**src/include/e1_rx_status_regs.svh**
```systemverilog
// Constants of the receive status words: channels, field positions, resets, times.
// Assumes a 50 MHz system clock; times are turned into cycles by the top module.
`ifndef E1_RX_STATUS_REGS_SVH
`define E1_RX_STATUS_REGS_SVH

// Control output channels of the five status bytes
`define CH_NONALIGN      5'h11
`define CH_STATUS_ONE    5'h12
`define CH_PHASE         5'h13
`define CH_CRC_TALLY     5'h14
`define CH_STATUS_TWO    5'h15

// Field positions
`define MAINT_BIT        3
`define S1_FRAME_LOSS    7
`define S1_MFRAME_LOSS   6
`define S1_ALIGN_ERR     5
`define S1_SLIP          4
`define S1_ALL_ONES      3
`define S1_SIG_ONES      2
`define S1_EXT_STATUS    1
`define S2_SPARE15       7
`define S2_SPARE13       6
`define S2_SECOND_MARK   3
`define S2_REFRAME       2
`define S2_CRC_LOCK      1
`define S2_PHASE_MSB     0

// Expected alignment pattern in bits 6-0 and errors per toggle
`define ALIGN_PATTERN    7'h1b
`define ERR_TOGGLE_COUNT 5'h10

// Reset values
`define STATUS_ONE_RST   8'hc0
`define STATUS_TWO_RST   8'h02

// Times in milliseconds and the clock rate in kHz
`define CLK_KHZ          50000
`define ERR_HOLD_MS      128
`define CRC_MARKER_MS    8
`define REFRAME_MS       8
`define CRC_INTERVAL_MS  1000

`endif

```
**src/include/e1_rx_status_pkg.sv**
```systemverilog
// Types shared by the receive status word logic.
// Assumes the constants header is included by the design files.
package e1_rx_status_pkg;

  // The five status bytes, in channel order
  typedef struct packed {
    logic [7:0] rx_nonalign_byte;
    logic [7:0] master_status_one;
    logic [7:0] phase_status;
    logic [7:0] crc_error_tally;
    logic [7:0] master_status_two;
  } status_bytes_type;

  // CRC reframe watch states
  typedef enum logic [1:0] {
    RF_IDLE = 2'b00,
    RF_WAIT = 2'b01,
    RF_FLAG = 2'b10
  } reframe_state_type;

endpackage

```
**src/hdl/e1_rx_status_words.sv**
```systemverilog
// Receive status words of an E1 framer, sent on channels 17-21 of the control stream.
// Assumes framer status inputs are on sys_clk_in; bus clock and pins are asynchronous.
//
// Overview of operation
// - Non-alignment bit one goes to bit 7.
// - Non-alignment marker bit goes to bit 6.
// - Remote alarm bit goes to bit 5.
// - National use bits go to bits 4-0.
// - Status one bit 7 flags frame loss.
// - Status one bit 6 flags multiframe loss.
// - Alignment error bit toggles per 16, 128 ms.
// - Count errors only in alignment frames.
// - Status one bit 4 toggles per slip.
// - Status one bit 3 shows all-ones alarm.
// - Status one bit 2 shows slot-16 all-ones.
// - External pin sampled per frame, bit 1.
// - Phase word: slot and bit to 8k edge.
// - Phase ninth bit toggles on wraparound.
// - Eight-bit CRC error tally wraps at 256.
// - Maintenance resets tally every second.
// - Spare bits latched per multiframe pulse.
// - Second marker high 8 ms, falls at interval.
// - Reframe flag if no CRC lock in 8 ms.
// - Reframe clears on CRC lock or no maintenance.
// - Status two bit 1 low when CRC locked.
`timescale 1ns/1ps
`include "e1_rx_status_regs.svh"
module e1_rx_status_words #(
  parameter logic [31:0] ERR_HOLD_CYCLES = `ERR_HOLD_MS * `CLK_KHZ,
  parameter logic [31:0] MARKER_CYCLES   = `CRC_MARKER_MS * `CLK_KHZ,
  parameter logic [31:0] REFRAME_CYCLES  = `REFRAME_MS * `CLK_KHZ,
  parameter logic [31:0] SECOND_CYCLES   = `CRC_INTERVAL_MS * `CLK_KHZ
) (
  input  wire logic       sys_clk_in,
  input  wire logic       rst_n_in,
  // Bus timing and pins, asynchronous
  input  wire logic       bus_bit_clk_in,
  input  wire logic       bus_frame_pulse_n_in,
  input  wire logic       extracted_8k_in,
  input  wire logic       external_status_in,
  // Timeslot zero bytes from the framer
  input  wire logic [7:0] ts0_byte_in,
  input  wire logic       ts0_valid_in,
  input  wire logic       ts0_is_align_in,
  // Framer state
  input  wire logic       frame_sync_loss_in,
  input  wire logic       multiframe_sync_loss_in,
  input  wire logic       slip_pulse_in,
  input  wire logic       rx_all_ones_alarm_in,
  input  wire logic       rx_sig_slot_all_ones_in,
  input  wire logic       crc_locked_in,
  input  wire logic       crc_error_pulse_in,
  input  wire logic       rx_multiframe_pulse_in,
  input  wire logic       spare_bit_frame15_in,
  input  wire logic       spare_bit_frame13_in,
  input  wire logic [7:0] control_word_three_in,
  // Control stream
  output logic            control_out_stream_out,
  output logic            control_out_stream_oe_out
);

  localparam int NSYNC = 4;  // Asynchronous pins
  localparam logic [NSYNC-1:0] SYNC_IDLE = 4'b0010;  // Idle pin levels: no false frame after reset
  logic [NSYNC-1:0] pin_raw;    // Pins as they arrive
  logic [NSYNC-1:0] sync1_r;    // First stage, read by stage two only
  logic [NSYNC-1:0] sync2_r;    // Safe copies
  logic [NSYNC-1:0] sync3_r;    // Delayed copies for edges
  logic             bit_rise;   // Bus bit clock rising edge
  logic             k8_rise;    // Extracted 8 kHz rising edge
  logic             fp_low;     // Frame pulse active
  logic             ext_pin;    // External status level

  logic [7:0]       pos_r;      // Bus position: slot and bit
  logic [7:0]       pos_nxt;    // Position that starts now
  logic             frame_start;  // First bit of a bus frame
  e1_rx_status_pkg::status_bytes_type bytes;  // Assembled bytes
  logic [7:0]       nonalign_r;     // Last non-alignment byte
  logic [4:0]       err_cnt_r;      // Errored alignment bytes
  logic             align_err_r;    // Toggling error bit
  logic             hold_idle;      // 128 ms holdoff over
  logic             err_toggle;     // Toggle fires now
  logic             slip_r;         // Toggling slip bit
  logic             ext_sample_r;   // Per-frame pin sample
  logic [7:0]       phase_r;        // Slot and bit at 8k edge
  logic             phase_msb_r;    // Ninth phase bit
  logic [7:0]       tally_r;        // CRC error tally
  logic [31:0]      sec_cnt_r;      // Position in the second
  logic             marker_r;       // Second marker
  logic             interval_go;    // Marker falls now
  logic             spare15_r;      // Spare bit of frame 15
  logic             spare13_r;      // Spare bit of frame 13
  logic             fs_loss_d_r;    // Frame loss one cycle ago
  logic             fs_gain;        // Frame sync just found
  logic             window_idle;    // 8 ms window over
  logic             maint;          // Maintenance option
  logic             align_bad;      // Errored alignment byte

  e1_rx_status_pkg::reframe_state_type rf_state_r;  // Reframe watch

  assign pin_raw = {external_status_in, extracted_8k_in, bus_frame_pulse_n_in, bus_bit_clk_in};

  // Two flip-flops on every pin before any logic sees it
  genvar gi;
  generate
    for (gi = 0; gi < NSYNC; gi++) begin : g_sync
      always_ff @(posedge sys_clk_in) begin
        if (!rst_n_in) begin
          sync1_r[gi] <= SYNC_IDLE[gi];
          sync2_r[gi] <= SYNC_IDLE[gi];
          sync3_r[gi] <= SYNC_IDLE[gi];
        end else begin
          sync1_r[gi] <= pin_raw[gi];
          sync2_r[gi] <= sync1_r[gi];
          sync3_r[gi] <= sync2_r[gi];
        end
      end
    end
  endgenerate

  assign bit_rise = sync2_r[0] & ~sync3_r[0];
  assign fp_low   = ~sync2_r[1];
  assign k8_rise  = sync2_r[2] & ~sync3_r[2];
  assign ext_pin  = sync2_r[3];

  assign maint = control_word_three_in[`MAINT_BIT];

  // Frame pulse seen at a bit edge restarts the frame at slot 0 bit 0
  assign pos_nxt     = fp_low ? 8'h00 : pos_r + 8'h01;
  assign frame_start = bit_rise & fp_low;

  // Bus position counter
  always_ff @(posedge sys_clk_in) begin
    if (!rst_n_in) begin
      pos_r <= 8'h00;
    end else if (bit_rise) begin
      pos_r <= pos_nxt;
    end
  end

  // Keep the latest non-alignment byte whole
  always_ff @(posedge sys_clk_in) begin
    if (!rst_n_in) begin
      nonalign_r <= 8'h00;
    end else if (ts0_valid_in && !ts0_is_align_in) begin
      nonalign_r <= ts0_byte_in;
    end
  end

  // Only alignment frames are checked; bit 7 there is not pattern
  assign align_bad  = ts0_valid_in & ts0_is_align_in &
                      (ts0_byte_in[6:0] != `ALIGN_PATTERN);
  assign err_toggle = (err_cnt_r == `ERR_TOGGLE_COUNT) & hold_idle;

  // Count errors; at 16 wait for the holdoff before toggling
  always_ff @(posedge sys_clk_in) begin
    if (!rst_n_in) begin
      err_cnt_r   <= 5'h00;
      align_err_r <= 1'b0;
    end else if (err_toggle) begin
      align_err_r <= ~align_err_r;
      // An error in the toggle cycle starts the next batch
      err_cnt_r   <= align_bad ? 5'h01 : 5'h00;
    end else if (align_bad && err_cnt_r != `ERR_TOGGLE_COUNT) begin
      err_cnt_r <= err_cnt_r + 5'h01;
    end
  end

  // Holdoff so the error bit toggles at most once per 128 ms
  interval_timer #(
    .CYCLES (ERR_HOLD_CYCLES)
  ) u_err_hold (
    .sys_clk_in (sys_clk_in),
    .rst_n_in   (rst_n_in),
    .start_in   (err_toggle),
    .idle_out   (hold_idle)
  );

  // Slip toggle and per-frame external status sample
  always_ff @(posedge sys_clk_in) begin
    if (!rst_n_in) begin
      slip_r       <= 1'b0;
      ext_sample_r <= 1'b0;
    end else begin
      if (slip_pulse_in) begin
        slip_r <= ~slip_r;
      end
      if (frame_start) begin
        ext_sample_r <= ext_pin;
      end
    end
  end

  // Phase capture at the 8k edge; the ninth bit follows wraparound
  always_ff @(posedge sys_clk_in) begin
    if (!rst_n_in) begin
      phase_r     <= 8'h00;
      phase_msb_r <= 1'b0;
    end else if (k8_rise) begin
      phase_r <= pos_r;
      // Past slot 31 bit 7 going up, or below slot 0 bit 0 going down
      if ((phase_r[7:6] == 2'h3 && pos_r[7:6] == 2'h0) ||
          (phase_r[7:6] == 2'h0 && pos_r[7:6] == 2'h3)) begin
        phase_msb_r <= ~phase_msb_r;
      end
    end
  end

  // One-second frame: marker high for the first 8 ms
  always_ff @(posedge sys_clk_in) begin
    if (!rst_n_in) begin
      sec_cnt_r <= 32'h0;
      marker_r  <= 1'b1;
    end else begin
      if (sec_cnt_r == SECOND_CYCLES - 32'h1) begin
        sec_cnt_r <= 32'h0;
        marker_r  <= 1'b1;
      end else begin
        sec_cnt_r <= sec_cnt_r + 32'h1;
        if (interval_go) begin
          marker_r <= 1'b0;
        end
      end
    end
  end

  // Marker falls as the accumulation interval starts
  assign interval_go = marker_r & (sec_cnt_r == MARKER_CYCLES - 32'h1);

  // CRC error tally; an error in the reset cycle is kept
  always_ff @(posedge sys_clk_in) begin
    if (!rst_n_in) begin
      tally_r <= 8'h00;
    end else if (interval_go && maint) begin
      tally_r <= crc_error_pulse_in ? 8'h01 : 8'h00;
    end else if (crc_error_pulse_in) begin
      tally_r <= tally_r + 8'h01;
    end
  end

  // Spare bits refresh on each multiframe pulse
  always_ff @(posedge sys_clk_in) begin
    if (!rst_n_in) begin
      spare15_r <= 1'b0;
      spare13_r <= 1'b0;
    end else if (rx_multiframe_pulse_in) begin
      spare15_r <= spare_bit_frame15_in;
      spare13_r <= spare_bit_frame13_in;
    end
  end

  // Frame sync gain starts the CRC search window
  always_ff @(posedge sys_clk_in) begin
    if (!rst_n_in) begin
      fs_loss_d_r <= 1'b1;
    end else begin
      fs_loss_d_r <= frame_sync_loss_in;
    end
  end

  assign fs_gain = fs_loss_d_r & ~frame_sync_loss_in;

  interval_timer #(
    .CYCLES (REFRAME_CYCLES)
  ) u_reframe_window (
    .sys_clk_in (sys_clk_in),
    .rst_n_in   (rst_n_in),
    .start_in   (fs_gain),
    .idle_out   (window_idle)
  );

  // Reframe watch: flag only under maintenance, drop on CRC lock
  always_ff @(posedge sys_clk_in) begin
    if (!rst_n_in) begin
      rf_state_r <= e1_rx_status_pkg::RF_IDLE;
    end else begin
      unique case (rf_state_r)
        e1_rx_status_pkg::RF_IDLE: begin
          if (fs_gain) begin
            rf_state_r <= e1_rx_status_pkg::RF_WAIT;
          end
        end
        e1_rx_status_pkg::RF_WAIT: begin
          // Lock or renewed loss ends the search quietly
          if (crc_locked_in || frame_sync_loss_in) begin
            rf_state_r <= e1_rx_status_pkg::RF_IDLE;
          end else if (window_idle) begin
            rf_state_r <= maint ? e1_rx_status_pkg::RF_FLAG
                                : e1_rx_status_pkg::RF_IDLE;
          end
        end
        e1_rx_status_pkg::RF_FLAG: begin
          if (crc_locked_in || !maint) begin
            rf_state_r <= e1_rx_status_pkg::RF_IDLE;
          end
        end
        default: begin
          rf_state_r <= e1_rx_status_pkg::RF_IDLE;  // Unused code
        end
      endcase
    end
  end

  // Byte assembly; status one and two are built from live state
  always_comb begin
    bytes.rx_nonalign_byte  = nonalign_r;
    bytes.phase_status      = phase_r;
    bytes.crc_error_tally   = tally_r;
    bytes.master_status_one = 8'h00;
    bytes.master_status_one[`S1_FRAME_LOSS]  = frame_sync_loss_in;
    bytes.master_status_one[`S1_MFRAME_LOSS] = multiframe_sync_loss_in;
    bytes.master_status_one[`S1_ALIGN_ERR]   = align_err_r;
    bytes.master_status_one[`S1_SLIP]        = slip_r;
    bytes.master_status_one[`S1_ALL_ONES]    = rx_all_ones_alarm_in;
    bytes.master_status_one[`S1_SIG_ONES]    = rx_sig_slot_all_ones_in;
    bytes.master_status_one[`S1_EXT_STATUS]  = ext_sample_r;
    bytes.master_status_two = 8'h00;
    bytes.master_status_two[`S2_SPARE15]     = spare15_r;
    bytes.master_status_two[`S2_SPARE13]     = spare13_r;
    bytes.master_status_two[`S2_SECOND_MARK] = marker_r;
    bytes.master_status_two[`S2_REFRAME]     =
      (rf_state_r == e1_rx_status_pkg::RF_FLAG) & maint & ~crc_locked_in;
    bytes.master_status_two[`S2_CRC_LOCK]    = ~crc_locked_in;
    bytes.master_status_two[`S2_PHASE_MSB]   = phase_msb_r;
  end

  // Serial output, loaded at each bus bit edge
  status_serializer u_serializer (
    .sys_clk_in    (sys_clk_in),
    .rst_n_in      (rst_n_in),
    .advance_in    (bit_rise),
    .pos_in        (pos_nxt),
    .bytes_in      (bytes),
    .stream_out    (control_out_stream_out),
    .stream_oe_out (control_out_stream_oe_out)
  );

endmodule

```
**src/hdl/interval_timer.sv**
```systemverilog
// One-shot cycle timer: a start pulse arms it, idle_out rises when it runs out.
// Assumes start_in comes from logic on the same clock.
`timescale 1ns/1ps
module interval_timer #(
  parameter logic [31:0] CYCLES = 32'h1
) (
  input  wire logic sys_clk_in,
  input  wire logic rst_n_in,
  input  wire logic start_in,
  output logic      idle_out
);

  logic [31:0] count_r;  // Cycles left

  // Idle from reset so the first use is not held off
  always_ff @(posedge sys_clk_in) begin
    if (!rst_n_in) begin
      count_r  <= 32'h0;
      idle_out <= 1'b1;
    end else if (start_in) begin
      count_r  <= CYCLES - 32'h1;
      idle_out <= 1'b0;
    end else if (!idle_out) begin
      // Count down, then fall idle on zero
      if (count_r == 32'h0) begin
        idle_out <= 1'b1;
      end else begin
        count_r <= count_r - 32'h1;
      end
    end
  end

endmodule

```
**src/hdl/status_serializer.sv**
```systemverilog
// Shifts the five status bytes onto the control output stream.
// Assumes pos_in is the bus position about to start, given with advance_in.
`timescale 1ns/1ps
`include "e1_rx_status_regs.svh"
module status_serializer (
  input  wire logic                                sys_clk_in,
  input  wire logic                                rst_n_in,
  input  wire logic                                advance_in,
  input  wire logic [7:0]                          pos_in,
  input  wire e1_rx_status_pkg::status_bytes_type  bytes_in,
  output logic                                     stream_out,
  output logic                                     stream_oe_out
);

  logic [7:0] byte_sel;  // Byte of the channel about to go out

  // Channel decode for the enable only; the data byte has its own case
  function automatic logic owned(input logic [4:0] ch);
    owned = (ch >= `CH_NONALIGN) && (ch <= `CH_STATUS_TWO);
  endfunction

  // Pick the byte for the coming channel
  always_comb begin
    unique case (pos_in[7:3])
      `CH_NONALIGN:   byte_sel = bytes_in.rx_nonalign_byte;
      `CH_STATUS_ONE: byte_sel = bytes_in.master_status_one;
      `CH_PHASE:      byte_sel = bytes_in.phase_status;
      `CH_CRC_TALLY:  byte_sel = bytes_in.crc_error_tally;
      `CH_STATUS_TWO: byte_sel = bytes_in.master_status_two;
      default:        byte_sel = 8'hff;  // Idle ones elsewhere
    endcase
  end

  // Most significant bit leaves first; drive only our channels
  always_ff @(posedge sys_clk_in) begin
    if (!rst_n_in) begin
      stream_out    <= 1'b1;
      stream_oe_out <= 1'b0;
    end else if (advance_in) begin
      stream_out    <= byte_sel[3'h7 - pos_in[2:0]];
      stream_oe_out <= owned(pos_in[7:3]);
    end
  end

endmodule

```
**config.mk**
```make
export PLATFORM = sky130hd
export DESIGN_NAME = e1_rx_status_words
export DESIGN_NICKNAME = d
export VERILOG_FILES = /design/src/include/e1_rx_status_pkg.sv /design/src/hdl/e1_rx_status_words.sv /design/src/hdl/interval_timer.sv /design/src/hdl/status_serializer.sv
export VERILOG_INCLUDE_DIRS = /design/src /design/src/include
export SDC_FILE = /design/constraint.sdc
export NUM_CORES = 1
export LEC_CHECK = 0
export BUFFER_PORTS_ARGS = -buffer_cell sky130_fd_sc_hd__buf_2
export CAP_MARGIN = 0
export CORE_UTILIZATION = 30
export DETAILED_ROUTE_END_ITERATION = 12
export HOLD_SLACK_MARGIN = 0.08
export PLACE_DENSITY_LB_ADDON = 0.05
export SLEW_MARGIN = 20
export SYNTH_ARGS = -nofsm -noshare
export SYNTH_HDL_FRONTEND = slang
export SYNTH_SLANG_ARGS = --single-unit
```
**constraint.sdc**
```tcl
create_clock -name sys_clk_in -period 5.9 [get_ports sys_clk_in]
set_input_delay 0.295 -clock sys_clk_in [delete_from_list [all_inputs] [get_ports sys_clk_in]]
set_output_delay 0.295 -clock sys_clk_in [all_outputs]
set_load 0.005 [all_outputs]
```
**Word level (Yosys, flattened, before mapping)**

Cells that the tools add are included.

- Multipliers: 0
- Multiplexer cells: 28
- Bitwise operators: 23
- Divide/modulo/power cells: 0
- Equal/unequal tests: 21
- Shift operators: 0
- Add/subtract/negate cells: 7
- Reductions and logical operators: 27
- Order comparisons: 3

Operators with widths:

| cell | number |
|---|---|
| 23-bit two-way mux | 3 |
| 32-bit zero test | 2 |
| 32-bit by 1-bit subtractor with 32-bit output, second input constant | 2 |
| 19-bit two-way mux | 3 |
| 8-bit case mux with 5 select lines | 1 |
| 32-bit by 1-bit adder with 32-bit output, second input constant | 1 |
| 32-bit by 19-bit == test with 1-bit output, second input constant | 1 |
| 32-bit by 26-bit == test with 1-bit output, second input constant | 1 |
| 5-bit == test, second input constant | 6 |
| 8-bit two-way mux | 3 |
| 8-bit by 1-bit adder with 8-bit output, second input constant | 2 |
| 1-bit NOT | 13 |
| 2-bit inequality test, second input constant | 6 |
| 1-bit bitwise AND | 10 |
| 2-bit two-way mux | 5 |
| 5-bit two-way mux | 2 |
| 2-bit AND reduction | 5 |
| 1-bit two-way mux | 9 |
| 7-bit by 5-bit inequality test with 1-bit output, second input constant | 1 |
| 2-bit == test, second input constant | 3 |
| 1-bit logical AND | 6 |
| 2-bit zero test | 3 |
| 2-bit case mux with 3 select lines | 1 |
| 2-bit OR reduction | 3 |
| 13 further kinds | 17 |

- Memory bits (writable): 0
- Logic and storage cells: 142
- Memories: 0
- Bits of input ports: 34
- ROM bits: 0
- Bits in latches: 0
- Output and inout bits: 2
- Flip-flop bits (word level): 157

**Longest topological paths before layout**

Gate-level depths: netlist (run 1).

- Depth after elaboration: 6
- Gate-level depth with buffers: 11
- Mapped depth without buffers: 9

**Modules after synthesis**

From an unflattened synthesis (run 1), not the netlist that was laid out.

- Cells, all modules: 933
- Area total of the unflattened synthesis: 8386.8 µm²

Modules (own cells, without submodules):

| module | times used | seq. area each (µm²) | area each (µm²) | cells each |
|---|---|---|---|---|
| e1_rx_status_words | 1 | 1781.7 | 4186.5 | 464 |
| interval_timer (u_err_hold) | 1 | 660.6 | 1838.0 | 197 |
| interval_timer (u_reframe_window) | 1 | 660.6 | 1773.0 | 200 |
| status_serializer | 1 | 40.0 | 589.3 | 72 |

**Worst setup path after synthesis (run 1)**

Ideal clock, no wire load.

- Path kind: reg2reg
- Start point: register u_reframe_window.count_r[18]
- End point: register u_reframe_window.count_r[1]
- Setup slack: 3.117 ns
- Buffers on the path: 0
- Period minus slack after synthesis: 2.783 ns
- Arrival time: 2.716 ns
- Data required time: 5.833 ns
- Cell stages (with the launch flop): 9
- Setup time: 0.067 ns
- Path through: dfxtp_1 > or4_4 > or4_1 > or4b_4 > or2_4 > nor3_4 > nor2_2 > mux2_4 > a21oi_2

- Longest elaborated chain between the ends: 3

Ends and longest elaborated chain:

| what | RTL line | RTL |
|---|---|---|
| start, declared | interval_timer.sv:13 | `logic [31:0] count_r;` |
| start signal, assigned | interval_timer.sv:21 | `count_r <= CYCLES - 32'h1;` |
| start signal, assigned | interval_timer.sv:28 | `count_r <= count_r - 32'h1;` |
| 32-bit zero test | interval_timer.sv:25 | `if (count_r == 32'h0) begin` |
| 2-bit inequality test (no source line) | - |  |
| 2-bit AND reduction (no source line) | - |  |

Every way passes these cells.
A chain may end at the register's enable or synchronous reset.

**Final worst setup path (run 1)**

- Start point: register pos_r[0]
- End point: register u_serializer.stream_out

- Longest elaborated chain between the ends: 6
- Elaborated cells on any way between the ends: 11
- Those cells by class: add/sub (2); eq/ne (5); mux (4)

Ends and longest elaborated chain:

| what | RTL line | RTL |
|---|---|---|
| start, declared | e1_rx_status_words.sv:73 | `logic [7:0] pos_r;` |
| start signal, assigned | e1_rx_status_words.sv:136 | `pos_r <= pos_nxt;` |
| 8-bit by 1-bit adder with 8-bit output * | e1_rx_status_words.sv:128 | `assign pos_nxt = fp_low ? 8'h00 : pos_r + 8'h01;` |
| 8-bit two-way mux * | e1_rx_status_words.sv:128 |  |
| 5-bit == test | status_serializer.sv:24 | `unique case (pos_in[7:3])` |
| 8-bit case mux with 5 select lines | status_serializer.sv:24 |  |
| 1-bit binary-select mux with 3-bit select * | status_serializer.sv:40 | `stream_out <= byte_sel[3'h7 - pos_in[2:0]];` |
| 1-bit two-way mux (not written as such) * | status_serializer.sv:40 |  |
| end signal, assigned | status_serializer.sv:40 |  |
| end, declared | status_serializer.sv:11 | `output logic stream_out,` |

Mark *: on every way between the ends. The rest lies on a longest branch, timed or not. The select of a mux whose other input is x is not followed.

==> impl_results.md, run 1 <==
- Run status: complete, no violations
- Net Sw Frac: between 20% and 30%
- CTS tree: done
- Cell count after placement: 1188
- Core region area: ~24000 sq um
- Total CTS buffers: 17
- Clock Path Buffers: 2
- Via density: about 5
- Mean Syn Cell Area: 8.36 sq um
- DRT Wirelength: 18100 um
- Pwr dens: about 290 nW/um^2
- Reg power frac: a little under half
- Antenna Cells: 0
- Post-synthesis async set-or-reset flop share: 0%
- Grt ovf: 0
- Netlist cell types: about 70
- WS Path Type: reg2reg
- RSZ-0062 raised after global routing: false
- Max FO, Critical Path: 13
- Layout Nets: 930
- Area growth syn-to-layout: 14.6%
- Die height: about 160 um
- Die X-Extent: about 160 um
- Leakage: roughly 3.0 nW
- Clock transition at path regs: 0.06 ns
- Total internal power: around 1.8 mW
- VDD IR max: approximately 0.15 mV
- Syn_nets: between 900 and 1000
- Final Skew: about 0.015 ns
- Max Freq: 292 MHz
- Layout Cells excl Fill: roughly 1200
- Fraction of layout cells with a size suffix above 1: about 9.0%
- Row count: 56
- CP endpoint kind: flip-flop
- Ys Warns: 0
- Die area: 25000 sq um
- WL per Instance: 14.9 um
- WP data arrival: 3.77 ns
- Clock share of power: 48.7%
- CTS root buf: clkbuf_16
- Switching power total: approximately 0.57 mW
- Synth Instances: between 800 and 900
- Total track usage: between 10% and 20%
- Headroom to the max-slew limit: 39.6%
- Slowest cell delay on critical path: 0.59 ns
- First-pass detailed-route iteration total: 5
- Design Power: around 2.4 mW
- Worst Path Buf+Inv: 0
- Cts repair resizes: 0
- DR vias: between 6000 and 7000
- Worst skew pair latency: around 0.43 ns
- Worst Hold Class: in2reg
- Antenna violations before repair: 0
- Startpoint Class: flip-flop
- Final number of hold-violating endpoints: 0
- Netlist Area Pre-Place: between 7000 and 8000 sq um
- Cell Chain, Critical Path: ha_1, nand3_1, a211oi_1, o211ai_1, a31oi_1, a211oi_1, o311ai_0, o31ai_1, a31oi_1
- Main synth FF type: dfxtp_1
- Max Slew Vio Count: 0
- # clock sinks: 157
- Top Family by Delay on Critical Path: compound AO/OA/AOI/OAI gates
- DPL Wire Length: 12400 um
- Detail Route Antenna Nets: 0
- Sequential-to-total area share from yosys stat: between 40% and 50%
- Final GP Congestion: about 0.84
- First-pass GRT wire length: 30600 um
- Final setup viols: 0
- Initial Util: ~31%
- Port-buffer cells: 28
- Critical Path RT: ~6.3 ns
- Fin crit share: roughly three fifths
- Top Ports: 36
- Htree depth: 4
- Setup TNS: 0 ns
- Worst Tran Pin Value: between 0.9 and 1 ns
- Pin count of the biggest net entering global routing: 65
- Synthesized flop and latch total: 157
- Slowest stage cell, crit path: dfxtp_1
- Vias in the first global route: around 6000
- # DRC: 0
- Maxcap violations: 0
- Minimum clock period: between 3 and 4 ns
- Number of synthesized flops with an enable pin: 0
- Starting DRC count in detailed routing: 336
- Logic pwr share: around 5.2%
-- cells in the mapped netlist, types with 2 or more instances --
library cell	number	area [sq um]
dfxtp_1	157	3140
nor2_1	138	518
nand2_1	71	267
a21oi_1	59	295
xor2_1	48	420
xnor2_1	43	377
nor3_1	37	185
clkbuf_1	36	135
o21ai_0	25	125
inv_1	22	82.6
nand3_1	21	105
nand4_1	20	125
or3_1	19	119
nor4_1	15	93.8
mux2i_1	13	130
and3_1	12	75.1
nand2b_1	11	68.8
a211oi_1	9	67.6
and2_1	9	56.3
or4_1	8	60.1
ha_1	7	87.6
nor2b_1	7	43.8
a31oi_1	6	37.5
nor4b_1	6	52.6
o211ai_1	5	37.5
or2_2	5	31.3
and4_1	4	35.0
nand4b_1	4	35.0
o41ai_1	4	35.0
a2111oi_0	3	26.3
a22oi_1	3	22.5
nor4bb_1	3	30.0
o21a_1	3	22.5
o32ai_1	3	26.3
a32oi_1	2	17.5
nand3b_1	2	15.0
nor3b_1	2	15.0
o31ai_1	2	15.0
-- flip-flops by register name (all words and copies together), names as in the netlist, 2 cells and up --
name	count
err_cnt_r	5
u_err_hold.count_r	32
sync3_r	2
phase_r	8
sec_cnt_r	32
sync2_r	3
rf_state_r	2
pos_r	8
sync1_r	4
u_reframe_window.count_r	32
tally_r	8
nonalign_r	8
-- path summary, 6_finish.rpt --
| kind | to | slack (ns) | start | cells after the start |
|---|---|---|---|---|
| max reg2reg | u_serializer.stream_out | 2.47 | pos_r[0] | 9 |
| min | sync1_r[3] | 0.11 | external_status_in | 2 |
| min reg2reg | sync2_r[1] | 0.41 | sync1_r[1] | 1 |
| max | u_serializer.stream_out | 2.47 | pos_r[0] | 9 |
-- logic make-up after synthesis --
group | count (synthesis) | synth area share, %
XOR/XNOR | 91 | 10.9
buffers and inverters | 61 | 3.15
flip-flops | 157 | 43.0
AO/OA/AOI/OAI | 142 | 12.2
AND/OR/NAND/NOR | 402 | 27.6
multiplexers | 14 | 1.99
adder cells (fa/ha/maj) | 7 | 1.20
-- layout by cell type, fill, tap and decap left out, drive strengths merged, types with 6 or more instances in the layout --
cell	instances
a31oi	6
nor4b	6
xnor2	43
and3	12
nor3	38
buf	33
or2	6
a211oi	9
o21ai	27
or3	19
mux2i	13
inv	26
nand2	71
a21oi	60
or4	9
clkbuf	21
nor2b	7
nand2b	11
nand4	20
xor2	48
dfxtp	157
nand3	21
ha	7
nor2	139
nor4	16
and2	9
-- metal layers --
| metal | part of all wire, % | wire (um) | vias to the layer above | GRT usage, % |
|---|---|---|---|---|
| met5 | 0 | 0 | - | 0 |
| met4 | 2.0 | 365 | 0 | 6.18 |
| met3 | 2.6 | 478 | 24 | 2.98 |
| met2 | 47 | 8470 | 78 | 25.5 |
| met1 | 49 | 8820 | 2947 | 20.2 |
| li1 | - | - | 3083 | - |
-- power groups by stage --
stage	Sequential [mW]	Combinational (mW)	Clock, mW
floorplan	1.12	0.0898	0
global placement	1.13	0.121	0
detailed placement	1.13	0.124	0
CTS	1.10	0.125	1.20
global route	1.11	0.140	1.24
finish	1.10	0.123	1.17
-- area by class of cell --
class	count	area [sq um]
tap	319	399
fill	2500	15300
sequential	157	3140
clock inverter	11	158
timing repair buffer	34	188
inverter	23	86.3
clock buffer	21	460
multi-input combinational	656	3940
-- through the flow --
step	setup slack (ns)	hold WS (ns)	area [sq um]	utilization [%]
after floorplan	3.12	0.372	7310	-
after global placement	2.63	0.399	7750	32.7
after detailed placement	2.56	0.396	7750	32.7
after CTS	2.53	0.0896	8370	35.4
after global routing	2.25	0.111	8370	35.4
final	2.47	0.108	8370	35.4
-- timing repair --
action,4_1_cts,5_1_grt
buffers inserted,0,0
endpoints found under the hold margin,1,0
hold buffers,1,0
No activity file was read; power rests on OpenSTA's default activity.
==> inputs of run 2 (changes only) <==
Settings changed: ABC_AREA set to 1.
Clock period 5.9 ns to 3.5 ns, I/O delays scaled along.
==> impl_results.md, run 2 <==
- Port-buffer cells: 28 (unchanged)
- Most frequent cells in the layout: nand2_1, nor2_1, inv_1
- Final GP Congestion: 0.771 (-8.6%)
- Netlist Area Pre-Place: 8080 sq um (+11%)
- Vias in the first global route: 6982 (+16%)
- Grt ovf: 0 (unchanged)
- Setup TNS: 0 ns (unchanged)
- Htree depth: 4 (unchanged)
- Antenna Cells: 0 (unchanged)
- Reg power frac: 45.5% (-0.6 points)
- Total CTS buffers: 17 (unchanged)
- Logic pwr share: 7.2% (+2.0 points)
- Leakage: 3.98 nW (+31%)
- Total internal power: 3.05 mW (+67%)
- Post CTS Setup Buffer Count: 0 (unchanged)
- Cts repair resizes: 0 (unchanged)
- Clock share of power: 47.3% (-1.4 points)
- Run status: finished with violations
- Worst skew pair latency: 0.43 ns (about the same)
- Design Power: 4.12 mW (+72%)
- Minimum clock period: 2.49 ns (-0.937 ns)
- Die height: 166 um (+5.1%)
- Critical Path RT: 3.87 ns (-2.38 ns)
- Mean Syn Cell Area: 7.00 sq um (-16%)
- Filler cell count: 2824 (+13%)
- Multi-input logic area: 4160 sq um (+5.7%)
- Synthesized flop and latch total: 157 (unchanged)
- Detail Route Antenna Nets: 0 (unchanged)
- CTS tree: done
- # clock sinks: 157 (unchanged)
- Max Slew Vio Count: 0 (unchanged)
- Maxcap violations: 0 (unchanged)
- Register area: 3140 sq um (unchanged)
- DPL Wire Length: 14700 um (+19%)
- Ys Warns: 0 (unchanged)
- Synth top area cells: dfxtp_1, nand2_1, nor2_1, inv_1, a21oi_1
- Fin crit share: 71.1% (+13 points)
- VDD IR max: 0.278 mV (+84%)
- Post-Place Setup Slack: 1.01 ns (-1.55 ns)
- WP data arrival: 2.86 ns (-0.91 ns)
- Clock Path Buffers: 2 (unchanged)
- Pin count of the biggest net entering global routing: 57 (-12%)
- Die X-Extent: 166 um (+5.1%)
- Number of synthesized flops with an enable pin: 0 (unchanged)
- Synth area leader: dfxtp_1
- Via density: 4.63 (-7.8%)
- Initial Util: 30.8% (about the same)
- Switching power total: 1.08 mW (+90%)
- Pwr dens: 439 nW/um^2 (+54%)
- First-pass detailed-route iteration total: 9 (+4)
- Row count: 59 (+5.4%)
- Synth top area share: 38.9% (-4.1 points)
- Layout Nets: 1248 (+34%)
- Layout Cells excl Fill: 1555 (+27%)
- Final Skew: 0.0127 ns (-0.00195 ns)
- Antenna violations before repair: 0 (unchanged)
- Starting DRC count in detailed routing: 368 (+9.5%)
- Fraction of layout cells with a size suffix above 1: 11.6% (+2.6 points)
- Netlist cell types: 50 (-26%)
- Most numerous cell in the Yosys netlist: nand2_1
- Core region area: 26200 sq um (+11%)
- Headroom to the max-slew limit: 35.1% (-4.5 points)
- CP endpoint kind: flip-flop
- Post-CTS Hold Fix Bufs: 22 (+21)
- Net Sw Frac: 26.1% (+2.4 points)
- Max FO, Critical Path: 12 (-1)
- Syn_nets: 1195 (+31%)
- Clock transition at path regs: 0.07 ns (about the same)
- Top Registers: sec_cnt_r: 32 flops, u_err_hold.count_r: 32 flops, u_reframe_window.count_r: 32 flops
- Area growth syn-to-layout: 16.3%
- Violated checks: DRC
- Worst Hold Class: in2reg
- Die area: 27600 sq um (+10%)
- Synth Instances: 1154 (+32%)
- Final worst slack: 1.01 ns (-1.46 ns)
- DR vias: 7203 (+17%)
- Final number of hold-violating endpoints: 0 (unchanged)
- RSZ-0062 raised after global routing: false
- CTS root buf: clkbuf_16
- Startpoint Class: flip-flop
- Sequential-to-total area share from yosys stat: 38.9% (-4.1 points)
- Worst Tran Pin Value: 0.970 ns (+0.0662 ns)
- WL per Instance: 13.0 um (-12%)
- Final setup viols: 0 (unchanged)
- Top Ports: 36 (unchanged)
- Most common cell after layout, fill and taps aside: nand2_1
- Max Freq: 402 MHz (+38%)
- Most frequent cells after synthesis: nand2_1, nor2_1, inv_1, dfxtp_1, a21oi_1
- Main synth FF type: dfxtp_1
- Reg2Reg Setup Slack: 1.01 ns (-1.46 ns)
- Cell count after placement: 1501 (+26%)
- WS Path Type: reg2reg
- Total track usage: 15.3% (-0.32 points)
- # DRC: 4 (+4)
- DRT Wirelength: 20300 um (+12%)
- Post-synthesis async set-or-reset flop share: 0% (unchanged)
- First-pass GRT wire length: 34500 um (+13%)
-- run 2: cell types whose count changed after synthesis, moves of 22 or more --
cell	delta
xor2_1	-33
nand2_1	+134
inv_1	+141
o21ai_0	+47
a21oi_1	+22
nor2_1	+36
nand3_1	+30
xnor2_1	-37
-- run 2: layer usage --
| layer | track usage, % | vias up | wire length [um] |
|---|---|---|---|
| met3 | 2.36 | 15 | 421 |
| met4 | 3.90 | 0 | 183 |
| li1 | - | 3867 | - |
| met5 | 0 | - | 0 |
| met2 | 24.9 | 70 | 9010 |
| met1 | 21.1 | 3251 | 10700 |
-- run 2: critical path, cell delays in order (launching register included) --
cell and delay (ns):
dfxtp_1 0.41, ha_1 0.21, nand2_2 0.11, nor2_4 0.12, nand3_1 0.11, nand2_1 0.08, nor2_1 0.07, nor2_2 0.40
nand3_2 0.21, o21ai_1 0.19, inv_1 0.06, nand2_1 0.07, nand3_1 0.07, nand3_1 0.08, nand2_1 0.05, nand2_1 0.06
nand2_1 0.05, nand2_1 0.06
-- run 2: through the flow --
stage          hold slack [ns]  cell area, sq um  util [%]
2_1_floorplan            0.272              8080         -
3_3_place_gp             0.361              8560      32.7
3_5_place_dp             0.360              8560      32.7
4_1_cts                 0.0828              9400      35.9
5_1_grt                  0.106              9400      35.9
6_report                0.0950              9400      35.9
-- run 2: worst paths after layout --
check | from | end | depth (start not counted)
worst min-delay path | ts0_valid_in | err_cnt_r[0] | 3
worst max-delay path | pos_r[1] | u_serializer.stream_out | 17
worst min register to register | sync1_r[2] | sync2_r[2] | 2
worst max register to register | pos_r[1] | u_serializer.stream_out | 17
-- run 2: power groups by stage --
stage | sequential [mW] | clock [mW] | combinational [mW]
after CTS | 1.88 | 2.03 | 0.301
after global placement | 1.92 | 0 | 0.281
final | 1.88 | 1.95 | 0.297
after floorplan | 1.90 | 0 | 0.206
after global routing | 1.88 | 2.09 | 0.340
after detailed placement | 1.92 | 0 | 0.280
-- run 2: cell type report --
type	count	area share, %
tap	335	4.46
clock inverter	13	1.68
inverter	170	6.79
clock buffer	19	4.82
timing repair buffer	58	4.47
multi-input combinational	803	44.3
sequential	157	33.5
-- run 2: logic make-up (layout without fill, tap and decap cells) --
family                     Yosys count  in the layout  share of synthesized area, %
and+or+nand+nor                    581            581                          34.9
AOI/OAI and AO/OA                  194            194                          13.3
buffers and inverters              194            260                          9.58
DFF                                157            157                          38.9
xor gates and xnor gates            21             21                          2.28
adders and majority gates            7              7                          1.08
==> inputs of run 3 (changes only) <==
Clock period 3.5 ns to 2.2 ns, I/O delays scaled along.
==> impl_results.md, run 3 (synthesis results as in run 2) <==
- Worst skew pair latency: 0.43 ns (about the same)
- RSZ-0062 raised after global routing: true
- CP endpoint kind: flip-flop
- Run status: finished with violations
- Worst Hold Class: in2reg
- Port-buffer cells: 28 (unchanged)
- Violated checks: DRC
- Initial Util: 30.8% (unchanged)
- Area growth syn-to-layout: 24.9%
- Final number of hold-violating endpoints: 0 (unchanged)
- Total CTS buffers: 17 (unchanged)
- Die X-Extent: 166 um (unchanged)
- DR vias: 7435 (+3.2%)
- Starting DRC count in detailed routing: 340 (-7.6%)
- Worst Path Buf+Inv: 1 (unchanged)
- Max Slew Vio Count: 0 (unchanged)
- WHS Path Cells: 5 (+2)
- Maxcap violations: 0 (unchanged)
- Fin crit share: 95.0% (+24 points)
- Vias in the first global route: 7013 (+0.44%)
- CTS tree: done
- Crit-path most repeated cell: nand2_1
- Detail Route Antenna Nets: 0 (unchanged)
- Cell count after placement: 1539 (+2.5%)
- Top Registers: sec_cnt_r: 32 flops, u_err_hold.count_r: 32 flops, u_reframe_window.count_r: 32 flops
- Via density: 4.60 (-0.61%)
- Reg2reg end: u_serializer.stream_out
- Worst Reg2Reg Path Length in Cells: 19 (+2)
- Most frequent cells in the layout: nand2_1, nor2_1, inv_1
- Pwr dens: 644 nW/um^2 (+47%)
- Minimum clock period: 2.09 ns (-0.400 ns)
- Final Skew: 0.0144 ns (+0.00167 ns)
- DRT Wirelength: 21000 um (+3.7%)
- Row count: 59 (unchanged)
- Final worst slack: 0.110 ns (-0.900 ns)
- Pin count of the biggest net entering global routing: 27 (-53%)
- Total track usage: 15.4% (+0.10 points)
- Max FO, Critical Path: 11 (-1)
- Final GP Congestion: 0.802 (+4.0%)
- WP data arrival: 2.41 ns (-0.45 ns)
- Worst Tran Pin Value: 0.581 ns (-0.389 ns)
- Clock transition at path regs: 0.06 ns (about the same)
- Slowest stage cell, crit path: dfxtp_2
- First-pass GRT wire length: 34500 um (-0.12%)
- Antenna violations before repair: 0 (unchanged)
- Layout Nets: 1308 (+4.8%)
- Slowest cell delay on critical path: 0.36 ns (-0.05 ns)
- VDD IR max: 0.391 mV (+41%)
- Register area: 3160 sq um (+0.64%)
- Headroom to the max-slew limit: 61.1% (+26 points)
- Die height: 166 um (unchanged)
- Design Power: 6.50 mW (+58%)
- Max Freq: 478 MHz (+19%)
- WL per Instance: 13.0 um (-0.19%)
- Die area: 27600 sq um (unchanged)
- Reg2Reg Setup Slack: 0.11 ns (-0.90 ns)
- Htree depth: 4 (unchanged)
- Hold endpoint: err_cnt_r[1]
- Fraction of layout cells with a size suffix above 1: 19.5% (+8.0 points)
- Filler cell count: 2799 (-0.89%)
- CTS root buf: clkbuf_16
- Post-Place Setup Slack: -0.0316 ns (-1.04 ns)
- Antenna Cells: 0 (unchanged)
- WS Path Type: reg2reg
- Layout Cells excl Fill: 1615 (+3.9%)
- Critical Path RT: 2.52 ns (-1.35 ns)
- Leakage: 4.31 nW (+8.5%)
- Cell Chain, Critical Path: ha_4, nand2_4, nor2_4, nand2_1, nand2_1, nand3_2, nand2_4, nor2_8, buf_12, nand3_1, nand2_1, nor2_1, nand2_1, nand3_1, nand3_1, nand2_1, nand2_1, nand2_1, nand2_1
- # clock sinks: 157 (unchanged)
- Top Family by Delay on Critical Path: simple AND/OR/NAND/NOR gates
- DPL Wire Length: 15200 um (+3.4%)
- Min-Delay Startpoint: ts0_is_align_in
- # DRC: 4 (unchanged)
- Most common cell after layout, fill and taps aside: nand2_1
- Core region area: 26200 sq um (unchanged)
- Grt ovf: 0 (unchanged)
- R2R Path Start: pos_r[1]
- Clock Path Buffers: 2 (unchanged)
- Multi-input logic area: 4390 sq um (+5.5%)
- First-pass detailed-route iteration total: 9 (unchanged)
- Final setup viols: 0 (unchanged)
- Top Ports: 36 (unchanged)
- Hold WS: 0.172 ns (+0.0766 ns)
- Startpoint Class: flip-flop
run 3: cell types whose count changed in the layout (fill, tap and decap cells not counted), sizes merged:
cell,before,now
clkinv,6,7
dlygate4sd3,22,26
clkinvlp,3,4
buf,36,91
clkbuf,19,21
inv,172,170
bufinv,2,1
run 3: stage by stage:
stage                     utilization (%)  area, sq um  TNS, ns
after detailed placement             33.8         8850  -0.0316
after global routing                 38.5        10100   -0.117
final                                38.5        10100        0
after floorplan                         -         8080        0
after CTS                            37.1         9720        0
after global placement               33.8         8850        0
run 3: worst register-to-register path: cells and delay by family, from the launching register on:
family | cells | cell delay [ns]
and+or+nand+nor | 17 | 1.33
buffers and inverters | 1 | 0.14
adders and majority gates | 1 | 0.16
DFF | 1 | 0.36
run 3: power breakdown:
group	internal, mW	switching (mW)
registers	2.92	0.0609
clock network	1.66	1.28
logic	0.230	0.344
total	4.81	1.68
run 3: layout make-up:
class	instances	share of cell area (%)
clock buffer	21	4.66
clock inverter	11	1.07
inverter	170	6.36
multi-input combinational	803	43.5
sequential	157	31.3
tap	335	4.15
timing repair buffer	117	8.85
timing repair inverter	1	0.0496
run 3: worst max path at each step:
| stage | from | endpoint | slack (ns) | cells past startpoint |
|---|---|---|---|---|
| 2_1_floorplan | sec_cnt_r[0] | sec_cnt_r[26] | 0.26 | 14 |
| 3_3_place_gp | sec_cnt_r[0] | tally_r[4] | 0.007 | 11 |
| 3_5_place_dp | u_reframe_window.count_r[1] | u_reframe_window.count_r[30] | -0.03 | 15 |
| 4_1_cts | u_reframe_window.count_r[0] | u_reframe_window.count_r[30] | 0.008 | 15 |
| 5_1_grt | pos_r[1] | u_serializer.stream_out | -0.06 | 18 |
| 6_report | pos_r[1] | u_serializer.stream_out | 0.11 | 19 |
run 3: metal layers:
| metal | part of all wire, % | track usage (%) | up-vias |
|---|---|---|---|
| met1 | 52 | 20.9 | 3369 |
| met3 | 2.0 | 2.65 | 11 |
| met4 | 0.85 | 4.02 | 0 |
| met5 | 0 | 0 | - |
| li1 | - | - | 3991 |
| met2 | 45 | 25.2 | 64 |
run 3: repair_timing:
item / 4_1_cts / 5_1_grt
resized for setup: 7 / 68
setup endpoints to repair: 3 / 51
hold endpoints to repair: 23 / 0
pin swaps: 3 / 30
gates cloned: 0 / 1
hold buffers: 26 / 0
setup buffers: 0 / 17
